$ cat src/common/sensor_log_scheduler_regs.vh
// register map, field positions, reset values and timing counts of the log scheduler
// assumes APB byte addresses with one aligned 32-bit word per register
`ifndef SENSOR_LOG_SCHEDULER_REGS_VH
`define SENSOR_LOG_SCHEDULER_REGS_VH

`define REG_CTRL 8'h00
`define REG_FORM_BYTE 8'h04
`define REG_STORE_BYTE 8'h08
`define REG_INTERVAL 8'h0C
`define REG_DELAY 8'h10
`define REG_APPBLK 8'h14
`define REG_STATUS 8'h18
`define REG_POINTER 8'h1C
`define REG_MEASUREMENT_COUNT 8'h20

`define CTRL_START 0
`define CTRL_STOP 1
`define CTRL_RTOSC 2
`define CTRL_EXTCMP 3
`define CTRL_TEMP 4
`define CTRL_EXT 5
`define CTRL_BATT 6

`define FORM_FMT 0
`define FORM_LO 4
`define FORM_HI 5
`define STORE_MODE 6

`define CTRL_RST 32'h0000_0000
`define BYTE_RST 8'h00
`define INTERVAL_RST 16'h0000
`define DELAY_RST 12'h000
`define APPBLK_RST 8'h00

`define LOG_START_BYTE 14'h0004
`define APP_BLOCK_BYTES 14'h0004
`define LOG_END_BIT_DEF 9216

`define CLK_MHZ 200
`define RTC_STEP_S 1
`define DELAY_STEP_S 512
`define INTERVAL_MAX_S 32768
`define PHASE_CYCLES_DEF 8
`define RESET_INIT_CYCLES_DEF 16

`define SRC_TIMER 2'b00
`define SRC_EXT 2'b01
`define SRC_DIN 2'b10

`endif

$ cat src/rtl/sensor_log_scheduler.v
// logging control of a sensor tag: power modes, log form decode, timers, din start
// assumes synchronous inputs at 200 MHz and an APB master on the register port
//
// Behaviour
// - ring oscillator on in command mode, during logging and reset initialisation
// - battery-check phase alone powers the coarse check circuits, no converter
// - measure phase alone powers sensors without battery check, for temp and ext
// - battery voltage conversion raises battery-check and measure power together
// - otherwise ring oscillator off and low-power indication raised
// - in low power only enabled real-time oscillator and comparator keep running
// - logging form taken from bits 4 and 5 of the form parameter byte
// - form 00 logs every event, no count and no clock value
// - form 01 logs every event, 10-bit, clock value and source code 00, 01 or 10
// - form 10 logs only on a limit hit, 10-bit, with measurement counter
// - form 11 logs only on a changed limit result, 10-bit, with counter
// - storage mode taken from bit 6 of the storage parameter byte
// - storage mode 0 drops entries once the log area is full
// - interval timer steps one second, up to 32768 seconds
// - 12-bit start delay in 512-second steps, counted from entering wait
// - in wait, pull-up on din and falling edge moves to active
// - in active, pull-up on din and each falling edge starts or queues one log event
// - log start address from block count, byte 0x004 when count is zero
// - each entry packed at the first free bit above the previous one, or at the area base on a storage mode 1 wrap
// - 8-bit values only in form 00 with format option 0, else 10 bits
// - one event arriving during a log operation is queued and run after it, a later one replaces it
`timescale 1ns/1ps
`include "sensor_log_scheduler_regs.vh"

module sensor_log_scheduler #(
	parameter CLK_PER_SEC = `CLK_MHZ * 1000000 * `RTC_STEP_S,
	parameter PHASE_CYCLES = `PHASE_CYCLES_DEF,
	parameter RESET_INIT_CYCLES = `RESET_INIT_CYCLES_DEF,
	parameter LOG_END_BIT = `LOG_END_BIT_DEF
)(
	input wire clk,
	input wire sys_rst,
	input wire [7:0] paddr,
	input wire psel,
	input wire penable,
	input wire pwrite,
	input wire [31:0] pwdata,
	output reg [31:0] prdata,
	output reg pready,
	output reg pslverr,
	input wire cmdMode,
	input wire dinPin,
	input wire extIrq,
	input wire [2:0] tempLimit,
	input wire [2:0] extLimit,
	output reg ringOscEn,
	output reg lowPower,
	output reg battCheckPwr,
	output reg measurePwr,
	output reg rtOscRun,
	output reg extCmpRun,
	output reg dinPullup,
	output reg logWrite,
	output reg [13:0] logBitAddr,
	output reg [6:0] logBitLen,
	output reg [1:0] logSrc,
	output reg [15:0] logStamp,
	output reg logWidth10
);

	localparam [1:0] ST_IDLE = 2'b00;
	localparam [1:0] ST_WAIT = 2'b01;
	localparam [1:0] ST_ACTIVE = 2'b10;
	localparam [2:0] OP_IDLE = 3'b000;
	localparam [2:0] OP_BCHK = 3'b001;
	localparam [2:0] OP_MEAS = 3'b010;
	localparam [2:0] OP_BATT = 3'b011;
	localparam [2:0] OP_PACK = 3'b100;
	// limits worked out at 32 bits, then cut to the counter widths
	localparam [31:0] PRE_FULL = CLK_PER_SEC - 1;
	localparam [31:0] PH_FULL = PHASE_CYCLES - 1;
	localparam [31:0] INIT_FULL = RESET_INIT_CYCLES - 1;
	localparam [31:0] DSTEP_FULL = `DELAY_STEP_S - 1;
	localparam [31:0] IVL_FULL = `INTERVAL_MAX_S;
	localparam [31:0] END_FULL = LOG_END_BIT;
	localparam [27:0] PRE_MAX = PRE_FULL[27:0];
	localparam [7:0] PH_MAX = PH_FULL[7:0];
	localparam [7:0] INIT_MAX = INIT_FULL[7:0];
	localparam [8:0] DSTEP_MAX = DSTEP_FULL[8:0];
	localparam [16:0] IVL_MAX = IVL_FULL[16:0];
	localparam [14:0] END_BIT = END_FULL[14:0];

	reg [31:0] ctrl_r;
	reg [7:0] formByte_r;
	reg [7:0] storeByte_r;
	reg [15:0] interval_r;
	reg [11:0] delay_r;
	reg [7:0] appBlk_r;
	reg [1:0] state_r;
	reg [2:0] op_r;
	reg [7:0] phCnt_r;
	reg [7:0] initCnt_r;
	reg initDone_r;
	reg [27:0] preCnt_r;
	reg secTick_r;
	reg [16:0] ivlCnt_r;
	reg [8:0] dSecCnt_r;
	reg [11:0] dBlkCnt_r;
	reg dinS1_r;
	reg dinS2_r;
	reg dinS3_r;
	reg pend_r;
	reg [1:0] pendSrc_r;
	reg [1:0] curSrc_r;
	reg [2:0] prevTemp_r;
	reg [2:0] prevExt_r;
	reg [13:0] ptr_r;
	reg full_r;
	reg wrapped_r;
	reg [15:0] measurement_count_r;
	reg [31:0] rdData;
	reg rdOk;
	reg [2:0] opNext;
	reg doLog;
	reg [14:0] ptrEnd;

	wire [1:0] form = formByte_r[`FORM_HI:`FORM_LO];
	wire fmtOpt = formByte_r[`FORM_FMT];
	wire storeMode = storeByte_r[`STORE_MODE];
	wire wrEn = psel & penable & pready & pwrite;
	wire rdReq = psel & penable & ~pready;
	wire dinFall = dinS3_r & ~dinS2_r;
	wire useTemp = ctrl_r[`CTRL_TEMP];
	wire useExt = ctrl_r[`CTRL_EXT];
	wire useBatt = ctrl_r[`CTRL_BATT];
	wire extEvt = extIrq & ctrl_r[`CTRL_EXTCMP] & (form == 2'b01);
	wire ivlEvt = secTick_r & (interval_r != 16'h0000) & (ivlCnt_r + 17'h0_0001 >= {1'b0, interval_r});
	wire actEvt = (state_r == ST_ACTIVE) & (dinFall | ivlEvt | extEvt);
	wire [1:0] evtSrc = dinFall ? `SRC_DIN : (extEvt ? `SRC_EXT : `SRC_TIMER);
	wire [13:0] startBit = (`LOG_START_BYTE + {6'h00, appBlk_r} * `APP_BLOCK_BYTES) << 3;

	// sample width: 8 bits only in dense form with format option clear
	function [3:0] sampleBits;
		input [1:0] f;
		input o;
		begin
			sampleBits = (f == 2'b00 && !o) ? 4'd8 : 4'd10;
		end
	endfunction

	// entry length: samples, then clock and source, or counter
	function [6:0] entryBits;
		input [1:0] f;
		input o;
		input [1:0] n;
		reg [6:0] len;
		begin
			len = {3'b000, sampleBits(f, o)} * {5'b00000, n};
			if (f == 2'b01)
				len = len + 7'd32;
			if (f[1])
				len = len + 7'd16;
			entryBits = len;
		end
	endfunction

	wire [1:0] nSamp = {1'b0, useTemp} + {1'b0, useExt} + {1'b0, useBatt};
	wire [6:0] curLen = entryBits(form, fmtOpt, nSamp);

	// apb: one wait state, writes land on the completing edge
	always @(posedge clk)
	begin
		if (sys_rst)
		begin
			pready <= 1'b0;
			pslverr <= 1'b0;
			prdata <= 32'h0000_0000;
		end
		else if (rdReq)
		begin
			pready <= 1'b1;
			pslverr <= ~rdOk;
			prdata <= pwrite ? 32'h0000_0000 : rdData;
		end
		else
		begin
			pready <= 1'b0;
			pslverr <= 1'b0;
		end
	end

	always @*
	begin
		rdOk = 1'b1;
		rdData = 32'h0000_0000;
		case (paddr)
			`REG_CTRL: rdData = {25'h000_0000, ctrl_r[6:2], 2'b00};
			`REG_FORM_BYTE: rdData = {24'h00_0000, formByte_r};
			`REG_STORE_BYTE: rdData = {24'h00_0000, storeByte_r};
			`REG_INTERVAL: rdData = {16'h0000, interval_r};
			`REG_DELAY: rdData = {20'h0_0000, delay_r};
			`REG_APPBLK: rdData = {24'h00_0000, appBlk_r};
			`REG_STATUS: rdData = {20'h0_0000, curLen, wrapped_r, full_r, pend_r, op_r != OP_IDLE, state_r == ST_ACTIVE};
			`REG_POINTER: rdData = {18'h0_0000, ptr_r};
			`REG_MEASUREMENT_COUNT: rdData = {16'h0000, measurement_count_r};
			default: rdOk = 1'b0;
		endcase
	end

	always @(posedge clk)
	begin
		if (sys_rst)
		begin
			ctrl_r <= `CTRL_RST;
			formByte_r <= `BYTE_RST;
			storeByte_r <= `BYTE_RST;
			interval_r <= `INTERVAL_RST;
			delay_r <= `DELAY_RST;
			appBlk_r <= `APPBLK_RST;
		end
		else if (wrEn)
		begin
			case (paddr)
				`REG_CTRL: ctrl_r <= pwdata;
				`REG_FORM_BYTE: formByte_r <= pwdata[7:0];
				`REG_STORE_BYTE: storeByte_r <= pwdata[7:0];
				`REG_INTERVAL: interval_r <= ({1'b0, pwdata[15:0]} > IVL_MAX) ? IVL_MAX[15:0] : pwdata[15:0];
				`REG_DELAY: delay_r <= pwdata[11:0];
				`REG_APPBLK: appBlk_r <= pwdata[7:0];
				default: ctrl_r <= ctrl_r;
			endcase
		end
		else
			ctrl_r[`CTRL_STOP:`CTRL_START] <= 2'b00;
	end

	// seconds come from a prescaled clk standing in for the calibrated rc oscillator
	always @(posedge clk)
	begin
		if (sys_rst)
		begin
			preCnt_r <= 28'h000_0000;
			secTick_r <= 1'b0;
		end
		else
		begin
			secTick_r <= (preCnt_r == PRE_MAX);
			preCnt_r <= (preCnt_r == PRE_MAX) ? 28'h000_0000 : preCnt_r + 28'h000_0001;
		end
	end

	always @(posedge clk)
	begin
		if (sys_rst)
		begin
			dinS1_r <= 1'b1;
			dinS2_r <= 1'b1;
			dinS3_r <= 1'b1;
			initCnt_r <= 8'h00;
			initDone_r <= 1'b0;
		end
		else
		begin
			dinS1_r <= dinPin;
			dinS2_r <= dinS1_r;
			dinS3_r <= dinS2_r;
			if (!initDone_r)
			begin
				initCnt_r <= initCnt_r + 8'h01;
				initDone_r <= (initCnt_r == INIT_MAX);
			end
		end
	end

	// device state and timers
	always @(posedge clk)
	begin
		if (sys_rst)
		begin
			state_r <= ST_IDLE;
			ivlCnt_r <= 17'h0_0000;
			dSecCnt_r <= 9'h000;
			dBlkCnt_r <= 12'h000;
		end
		else if (ctrl_r[`CTRL_STOP])
			state_r <= ST_IDLE;
		else
		begin
			case (state_r)
				ST_IDLE:
				begin
					dSecCnt_r <= 9'h000;
					dBlkCnt_r <= 12'h000;
					ivlCnt_r <= 17'h0_0000;
					if (ctrl_r[`CTRL_START])
						state_r <= ST_WAIT;
				end
				ST_WAIT:
				begin
					if (secTick_r && delay_r != 12'h000)
					begin
						dSecCnt_r <= (dSecCnt_r == DSTEP_MAX) ? 9'h000 : dSecCnt_r + 9'h001;
						if (dSecCnt_r == DSTEP_MAX)
							dBlkCnt_r <= dBlkCnt_r + 12'h001;
					end
					if (dinFall)
						state_r <= ST_ACTIVE;
					else if (delay_r != 12'h000 && dBlkCnt_r == delay_r)
						state_r <= ST_ACTIVE;
				end
				ST_ACTIVE:
				begin
					if (ivlEvt)
						ivlCnt_r <= 17'h0_0000;
					else if (secTick_r)
						ivlCnt_r <= ivlCnt_r + 17'h0_0001;
				end
				default: state_r <= ST_IDLE;
			endcase
		end
	end

	always @*
	begin
		opNext = OP_PACK;
		if (op_r == OP_BCHK && (useTemp || useExt))
			opNext = OP_MEAS;
		else if ((op_r == OP_BCHK || op_r == OP_MEAS) && useBatt)
			opNext = OP_BATT;
	end

	always @*
	begin
		case (form)
			2'b10: doLog = (tempLimit != 3'b000) || (extLimit != 3'b000);
			2'b11: doLog = (tempLimit != prevTemp_r) || (extLimit != prevExt_r);
			default: doLog = 1'b1;
		endcase
		ptrEnd = {1'b0, ptr_r} + {8'h00, curLen};
	end

	// log operation sequence with a one-deep queue
	always @(posedge clk)
	begin
		if (sys_rst)
		begin
			op_r <= OP_IDLE;
			phCnt_r <= 8'h00;
			pend_r <= 1'b0;
			pendSrc_r <= `SRC_TIMER;
			curSrc_r <= `SRC_TIMER;
			prevTemp_r <= 3'b000;
			prevExt_r <= 3'b000;
			ptr_r <= 14'h0000;
			full_r <= 1'b0;
			wrapped_r <= 1'b0;
			measurement_count_r <= 16'h0000;
			logWrite <= 1'b0;
			logBitAddr <= 14'h0000;
			logBitLen <= 7'h00;
			logSrc <= `SRC_TIMER;
			logStamp <= 16'h0000;
			logWidth10 <= 1'b0;
		end
		else
		begin
			logWrite <= 1'b0;
			if (state_r == ST_IDLE && ctrl_r[`CTRL_START])
			begin
				ptr_r <= startBit;
				full_r <= 1'b0;
				wrapped_r <= 1'b0;
				measurement_count_r <= 16'h0000;
				prevTemp_r <= 3'b000;
				prevExt_r <= 3'b000;
			end
			case (op_r)
				OP_IDLE:
				begin
					phCnt_r <= 8'h00;
					if (pend_r)
					begin
						op_r <= OP_BCHK;
						curSrc_r <= pendSrc_r;
						pend_r <= actEvt;
						pendSrc_r <= evtSrc;
					end
					else if (actEvt)
					begin
						op_r <= OP_BCHK;
						curSrc_r <= evtSrc;
					end
				end
				OP_BCHK, OP_MEAS, OP_BATT:
				begin
					if (actEvt)
					begin
						pend_r <= 1'b1;
						pendSrc_r <= evtSrc;
					end
					phCnt_r <= (phCnt_r == PH_MAX) ? 8'h00 : phCnt_r + 8'h01;
					if (phCnt_r == PH_MAX)
						op_r <= opNext;
				end
				OP_PACK:
				begin
					if (actEvt)
					begin
						pend_r <= 1'b1;
						pendSrc_r <= evtSrc;
					end
					op_r <= OP_IDLE;
					prevTemp_r <= tempLimit;
					prevExt_r <= extLimit;
					if (measurement_count_r != 16'hFFFF)
						measurement_count_r <= measurement_count_r + 16'h0001;
					logSrc <= curSrc_r;
					logStamp <= measurement_count_r;
					logBitLen <= curLen;
					logWidth10 <= (sampleBits(form, fmtOpt) == 4'd10);
					if (doLog)
					begin
						if (ptrEnd > END_BIT && !storeMode)
							full_r <= 1'b1;
						else if (ptrEnd > END_BIT)
						begin
							// mode 1 behaviour is unspecified here; restart at the area base
							wrapped_r <= 1'b1;
							logWrite <= 1'b1;
							logBitAddr <= startBit;
							ptr_r <= startBit + {7'h00, curLen};
						end
						else
						begin
							logWrite <= 1'b1;
							logBitAddr <= ptr_r;
							ptr_r <= ptrEnd[13:0];
						end
					end
				end
				default: op_r <= OP_IDLE;
			endcase
		end
	end

	// power outputs; sensor supplies only inside a log operation
	always @(posedge clk)
	begin
		if (sys_rst)
		begin
			ringOscEn <= 1'b1;
			lowPower <= 1'b0;
			battCheckPwr <= 1'b0;
			measurePwr <= 1'b0;
			rtOscRun <= 1'b0;
			extCmpRun <= 1'b0;
			dinPullup <= 1'b0;
		end
		else
		begin
			ringOscEn <= cmdMode | (op_r != OP_IDLE) | ~initDone_r | pend_r;
			lowPower <= ~(cmdMode | (op_r != OP_IDLE) | ~initDone_r | pend_r);
			battCheckPwr <= (op_r == OP_BCHK) | (op_r == OP_BATT);
			measurePwr <= (op_r == OP_MEAS) | (op_r == OP_BATT);
			rtOscRun <= ctrl_r[`CTRL_RTOSC];
			extCmpRun <= ctrl_r[`CTRL_EXTCMP];
			dinPullup <= (state_r == ST_WAIT) | (state_r == ST_ACTIVE);
		end
	end

endmodule

$ cat config.mk
export PLATFORM = sky130hd
export DESIGN_NAME = sensor_log_scheduler
export DESIGN_NICKNAME = d
export VERILOG_FILES = /design/src/rtl/sensor_log_scheduler.v
export VERILOG_INCLUDE_DIRS = /design/src /design/src/common
export SDC_FILE = /design/constraint.sdc
export NUM_CORES = 1
export LEC_CHECK = 0
export ABC_AREA = 1
export BUFFER_PORTS_ARGS = -buffer_cell sky130_fd_sc_hd__buf_2
export CAP_MARGIN = 20
export CORE_AREA = 8 8 177 179
export DETAILED_ROUTE_END_ITERATION = 8
export DIE_AREA = 0 0 185 187
export PLACE_DENSITY = 0.66
export RECOVER_POWER = 50
export SYNTH_ARGS = -nofsm -noshare
export SYNTH_HDL_FRONTEND = slang
export SYNTH_SLANG_ARGS = --single-unit
export TNS_END_PERCENT = 100
$ cat constraint.sdc
create_clock -name clk -period 3.5 [get_ports clk]
set_input_delay 0.875 -clock clk [delete_from_list [all_inputs] [get_ports clk]]
set_output_delay 0.875 -clock clk [all_outputs]
set_load 0.02 [all_outputs]
Word level (Yosys, flattened, before mapping). Index checks and enable logic that the tools add are counted.

Order comparisons: 3. Equal/unequal tests: 35. Bitwise logic cells: 30. Reduce and logical (&&, ||, !) cells: 51. Add/sub/neg operators: 14. Multiply operators: 1. Mux-type cells: 62.

Operators with widths (count): $pmux W16 S9 (1); $mux W14 (6); $mux W16 (4); $mux W17 (2); $pmux W17 S2 (1); $eq A8 B5 Y1 const B (4); $mux W32 (1); $add A28 B1 Y28 const B (1); $eq A28 B28 Y1 const B (1); $eq A8 B4 Y1 const B (3); $mux W12 (2); $mux W3 (8); $pmux W12 S2 (1); $mux W9 (2); $pmux W9 S2 (1); $reduce_and A2 Y1 (9); $add A17 B1 Y17 const B (1); $ge A17 B16 Y1 (1); $add A16 B1 Y16 const B (1); $add A8 B1 Y8 const B (2); $eq A8 B3 Y1 const B (2); $gt A16 B16 Y1 const B (1); $mux W1 (16); $mux W2 (8); 51 further kinds (117).

Output and inout port bits: 82. Register bits: 276. Word-level logic and storage cells: 241. Bits of input ports: 54.

Logic depth before layout (Yosys ltp).
Word-level depth: 14. Mapped depth: 24. Mapped depth without buffers: 23.

Worst setup path before layout. Ideal clock, no wire load.

Path type: register to register. Start: reg ctrl_r[4]. End: reg ptr_r[10]. Clock period less this slack: 3.096 ns. Setup slack: 0.404 ns. Arrival time: 2.982 ns. Library setup time: 0.114 ns. Data required time: 3.386 ns. Buffers on the path: 1. Stages on the path, launching flop included: 15. Cell sequence: dfxtp_1 -> fa_1 -> nand2_1 -> inv_1 -> ha_1 -> fa_1 -> xor2_1 -> or4_1 -> nor2_1 -> nand3b_4 -> nand3_4 -> nand2_4 -> buf_4 -> a21oi_1 -> nor2_1.

Cells in the longest elaborated chain, start to end: 13. Elaborated cells on any way between the ends: 15. Those cells by class: 6 x add/sub; 1 x mul; 1 x order compare; 6 x mux; 1 x reduce/logical.

RTL lines: from (decl) (RTL line sensor_log_scheduler.v:87) `reg [31:0] ctrl_r;`; from (signal assigned) (RTL line sensor_log_scheduler.v:208) `` ctrl_r <= `CTRL_RST; ``; from (signal assigned) (RTL line sensor_log_scheduler.v:218) `` `REG_CTRL: ctrl_r <= pwdata; ``; from (signal assigned) (RTL line sensor_log_scheduler.v:224) `default: ctrl_r <= ctrl_r;`; $add A1 B1 Y2 * (RTL line sensor_log_scheduler.v:161) `wire [1:0] nSamp = {1'b0, useTemp} + {1'b0, useExt} + {1'b0, useBatt};`; $add A2 B1 Y2 * (RTL line sensor_log_scheduler.v:161); $mul A4 B2 Y6 * (RTL line sensor_log_scheduler.v:152) `len = {3'b000, sampleBits(f, o)} * {5'b00000, n};`; $add A6 B6 Y7 (RTL line sensor_log_scheduler.v:154) `len = len + 7'd32;`; $mux W7 * (RTL line sensor_log_scheduler.v:153) `if (f == 2'b01)`; $add A7 B5 Y7 (RTL line sensor_log_scheduler.v:156) `len = len + 7'd16;`; $mux W7 * (RTL line sensor_log_scheduler.v:155) `if (f[1])`; named net curLen[3] (RTL line sensor_log_scheduler.v:162) `wire [6:0] curLen = entryBits(form, fmtOpt, nSamp);`; $add A14 B7 Y15 (RTL line sensor_log_scheduler.v:333) `ptrEnd = {1'b0, ptr_r} + {8'h00, curLen};`; $gt A15 B14 Y1 (RTL line sensor_log_scheduler.v:417, sensor_log_scheduler.v:419); $mux W14 / $logic_and A1 B1 Y1 (equally long branches) (RTL line sensor_log_scheduler.v:419, sensor_log_scheduler.v:417); $mux W14 * (RTL line sensor_log_scheduler.v:417) `if (ptrEnd > END_BIT && !storeMode)`; $mux W14 * (RTL line sensor_log_scheduler.v:415) `if (doLog)`; $mux W14 * (RTL line sensor_log_scheduler.v:371) `case (op_r)`; to (signal assigned) (RTL line sensor_log_scheduler.v:364) `ptr_r <= startBit;`; to (signal assigned) (RTL line sensor_log_scheduler.v:425) `ptr_r <= startBit + {7'h00, curLen};`; to (signal assigned) (RTL line sensor_log_scheduler.v:431) `ptr_r <= ptrEnd[13:0];`; to (decl) (RTL line sensor_log_scheduler.v:111) `reg [13:0] ptr_r;`.

Mark *: on every way through the listed nets, which the timed path passes. The rest lies on a longest branch. A chain may end at the register's enable or synchronous reset.

Final worst setup path.
Start: reg ctrl_r[6]. End: reg ptr_r[9].

Cells in the longest elaborated chain, start to end: 12. Elaborated cells on any way between the ends: 14. Those cells by class: 5 x add/sub; 1 x mul; 1 x order compare; 6 x mux; 1 x reduce/logical.

RTL lines (RTL line): $add A2 B1 Y2 * (sensor_log_scheduler.v:161); $mul A4 B2 Y6 * (sensor_log_scheduler.v:152); $add A6 B6 Y7 (sensor_log_scheduler.v:154); $mux W7 * (sensor_log_scheduler.v:153); $add A7 B5 Y7 (sensor_log_scheduler.v:156); $mux W7 * (sensor_log_scheduler.v:155); named net curLen[3] (sensor_log_scheduler.v:162); $add A14 B7 Y15 (sensor_log_scheduler.v:333); $gt A15 B14 Y1 (sensor_log_scheduler.v:417, sensor_log_scheduler.v:419); $mux W14 / $logic_and A1 B1 Y1 (equally long branches) (sensor_log_scheduler.v:419, sensor_log_scheduler.v:417); $mux W14 * (sensor_log_scheduler.v:417); $mux W14 * (sensor_log_scheduler.v:415); $mux W14 * (sensor_log_scheduler.v:371).

Marked as above.

==> results.md <==
* Status: finished clean
* Fillers at 2781
* Util after Layout at 54.4%
* CP max stage delay at 0.50 ns
* Vias at 12900
* Routability cong. at 0.935
* Final number of hold-violating endpoints at 0
* Num rows at 62
* Worst setup margin at 0.118 ns
* # clock sinks at 259
* Drt wl/cell at 15.8 um
* Post-synth EDFFs at 0
* Cell variety after synth at 54
* All-Layer GR Usage at 21.3%
* Fin nets at 2123
* Clock Tree Root: clkbuf_16
* Max Cap Viol at 0
* Slowest cell on crit path: fa_2
* Hold Buf Count CTS at 0
* Final Hold Slack at 0.405 ns
* Pre-CTS setup slack at 0.0523 ns
* Largest net degree at the start of global routing at 91
* YS warnings at 0
* Fin Clk Skew at 0.0352 ns
* Clock Pin Slew Worst Setup and Hold Paths at 0.06 ns
* DRT iter0 DRCs at 1098
* Max IR drop VDD at 0.000341 V
* Grt total ovfl at 0
* Die Span X at 185 um
* Synth Flop Type: dfxtp_1
* Starting Density at 47.4%
* Most frequent CP cell: nand2_1
* Worst hold path class: flip-flop to flip-flop
* CP Class: flip-flop to flip-flop
* CP Data Required Time at 3.98 ns
* Final WL at 38.6 mm
* CTS tree: done
* Port bufs at 102
* Actual slew at the worst max-slew pin at 1.36 ns
* Io pins at 136
* Final setup vio count at 0
* Synth-to-Final Area Change at 14.6%
* Syn Inst Count at 1912
* Flops & latches, synth at 259
* CP Cell Sequence: fa_2, nand2_2, inv_1, ha_1, fa_2, nand3_1, nand2_2, nand2_1, nand2_1, nand2_1, nand2_1, nand2_1, nand3_2, nor2_4, nand3b_4, nand3_4, nand2_8, clkbuf_16, nand2_1, nand2_1, nor2_1
* Post-synthesis sequential area ratio at 38.5%
* Pre-antenna DRT Iters at 5
* Worst relative slew slack at 9.16%
* Cts bufs inserted at 28
* Ant diodes at 0
* CP Max Fanout at 9
* CP arrival at 3.86 ns
* Vias in the first global route at 11900
* Clk_lat worst skew at 0.57 ns
* Initial antenna violation count at 0
* Hpwl dp at 28.2 mm
* Finished Cell Area at 0.0154 mm^2
* Placed cell area at 0.0144 mm^2
* H-tree levels at 1
* Leakage power at 0.00632 uW
* Crit. End Element: flip-flop
* Async SR Flop Fraction at 0%
* ANT nets after route at 0
* Area of the core at 0.0284 mm^2
* Worst setup SP type: flip-flop
* Post-route DRC at 0
* Tmin final at 3.38 ns
* Period utilization at 96.6%
* R2r setup slk at 0.12 ns
* Via-per-instance ratio at 5.32
* Die span in y at 187 um
* Full die area at 0.0346 mm^2
* Clock buffer depth at 3
* Final Max Tran Viols at 0
* Synthesized cell area at 0.0135 mm^2
* Mean area per synthesized cell at 7.04 um^2
* Share of cells above drive strength 1 at 8.93%
* Max Clk Rate at 296 MHz
* Power Density at 492 mW/mm^2
* First-pass GRT wire length at 60.8 mm
-- cells by family (layout without fill, tap and decap cells) --
group	count (synthesis)	in the layout	share of synthesized area, %
AO/OA/AOI/OAI	399	399	16.4
XOR/XNOR	62	62	4.14
adder cells (fa/ha/maj)	39	39	3.79
buffers and inverters	300	418	9.25
flip-flops	259	259	38.5
multiplexers	1	1	0.0743
other	1	20	0.0278
AND/OR/NAND/NOR	851	851	27.8
-- through the flow --
step,TNS [ns],instances,power (uW)
2_1_floorplan,0,1931,4280
3_3_place_gp,0,2371,4660
3_5_place_dp,0,2371,4680
4_1_cts,0,2420,7620
5_1_grt,-0.290,2433,7980
6_report,0,2433,7590
-- cells in the mapped netlist (all sizes together), types with 3 or more instances --
master | n | area share [%]
inv | 214 | 6.0
clkinv | 3 | 0.084
dfxtp | 259 | 39
nor2 | 211 | 6.1
and3 | 3 | 0.14
a211oi | 27 | 1.5
o211ai | 6 | 0.37
ha | 36 | 3.3
xor2 | 47 | 3.2
a221oi | 9 | 0.59
xnor2 | 15 | 0.98
o21ai | 124 | 4.6
a21oi | 194 | 7.2
nand2 | 421 | 12
or2 | 5 | 0.23
nand4 | 26 | 1.2
o21a | 4 | 0.22
nor3 | 48 | 2.0
nor4 | 23 | 1.1
o41ai | 3 | 0.20
o22ai | 19 | 0.88
a22oi | 5 | 0.28
nor3b | 12 | 0.75
fa | 3 | 0.45
clkbuf | 51 | 1.4
nand3 | 98 | 3.7
buf | 32 | 1.8
-- cells in the final DEF (no fill, tap or decap), types with 5 or more instances in the layout --
master	count
dfxtp_1	255
nand3_1	95
xnor2_1	14
o22ai_1	19
nor3_1	42
nand2_1	398
ha_1	36
clkbuf_16	30
clkinv_2	5
conb_1	20
a221oi_1	9
nor2_2	6
a211oi_1	27
inv_1	211
a21oi_1	194
clkbuf_1	81
o211ai_1	6
or2_2	5
buf_4	37
buf_2	36
nand2_2	19
nor4_1	22
xor2_1	44
nand4_1	26
o21ai_1	8
a22oi_1	5
nor3b_1	11
clkbuf_8	5
nor2_1	202
o21ai_0	115
-- what timing repair did --
item | 4_1_cts | 5_1_grt
setup endpoints to repair | 0 | 52
endpoints found under the hold margin | 0 | 0
resized for setup | 0 | 26
setup buffers | 0 | 10
-- registers in the layout, summed over array words and instances (netlist names), 9 cells and up --
name                 cells
preCnt_r                28
ivlCnt_r                17
interval_r              16
logStamp                16
measurement_count_r     16
prdata                  16
logBitAddr              14
ptr_r                   14
dBlkCnt_r               12
delay_r                 12
dSecCnt_r                9
-- layout make-up --
| class | count | area [um^2] | area share [%] |
|---|---|---|---|
| timing repair buffer | 152 | 853 | 5.53 |
| sequential | 259 | 5190 | 33.6 |
| multi-input combinational | 1372 | 7180 | 46.5 |
| inverter | 217 | 815 | 5.28 |
| clock inverter | 8 | 115 | 0.746 |
| tap | 384 | 480 | 3.11 |
| clock buffer | 41 | 800 | 5.18 |
-- critical path: cells and delay by family (launching register included) --
kind,cells,cell delay [ns]
simple gates,16,1.60
fa+ha+maj,3,1.06
buf+inv,2,0.24
flops,1,0.36
-- metal layers --
| layer | up-vias | GRT usage [%] | part of all wire (%) |
|---|---|---|---|
| met5 | - | 0 | 0 |
| met4 | 0 | 6.93 | 2.9 |
| met3 | 71 | 3.75 | 7.7 |
| met2 | 404 | 34.0 | 45 |
| met1 | 5948 | 28.6 | 44 |
| li1 | 6524 | - | - |
-- power breakdown --
| group | total (uW) | internal, uW | switching (uW) |
|---|---|---|---|
| logic | 1420 | 445 | 980 |
| clock network | 2940 | 1730 | 1210 |
| registers | 3230 | 3110 | 121 |
-- worst paths after layout --
kind,cells after the start,to,from
worst max-delay path,21,ptr_r[9],ctrl_r[6]
worst min-delay path,1,dinS2_r,dinS1_r
worst max register to register,21,ptr_r[9],ctrl_r[6]
worst min register to register,1,dinS2_r,dinS1_r
Note: power is estimated with default switching activity, not from simulation.
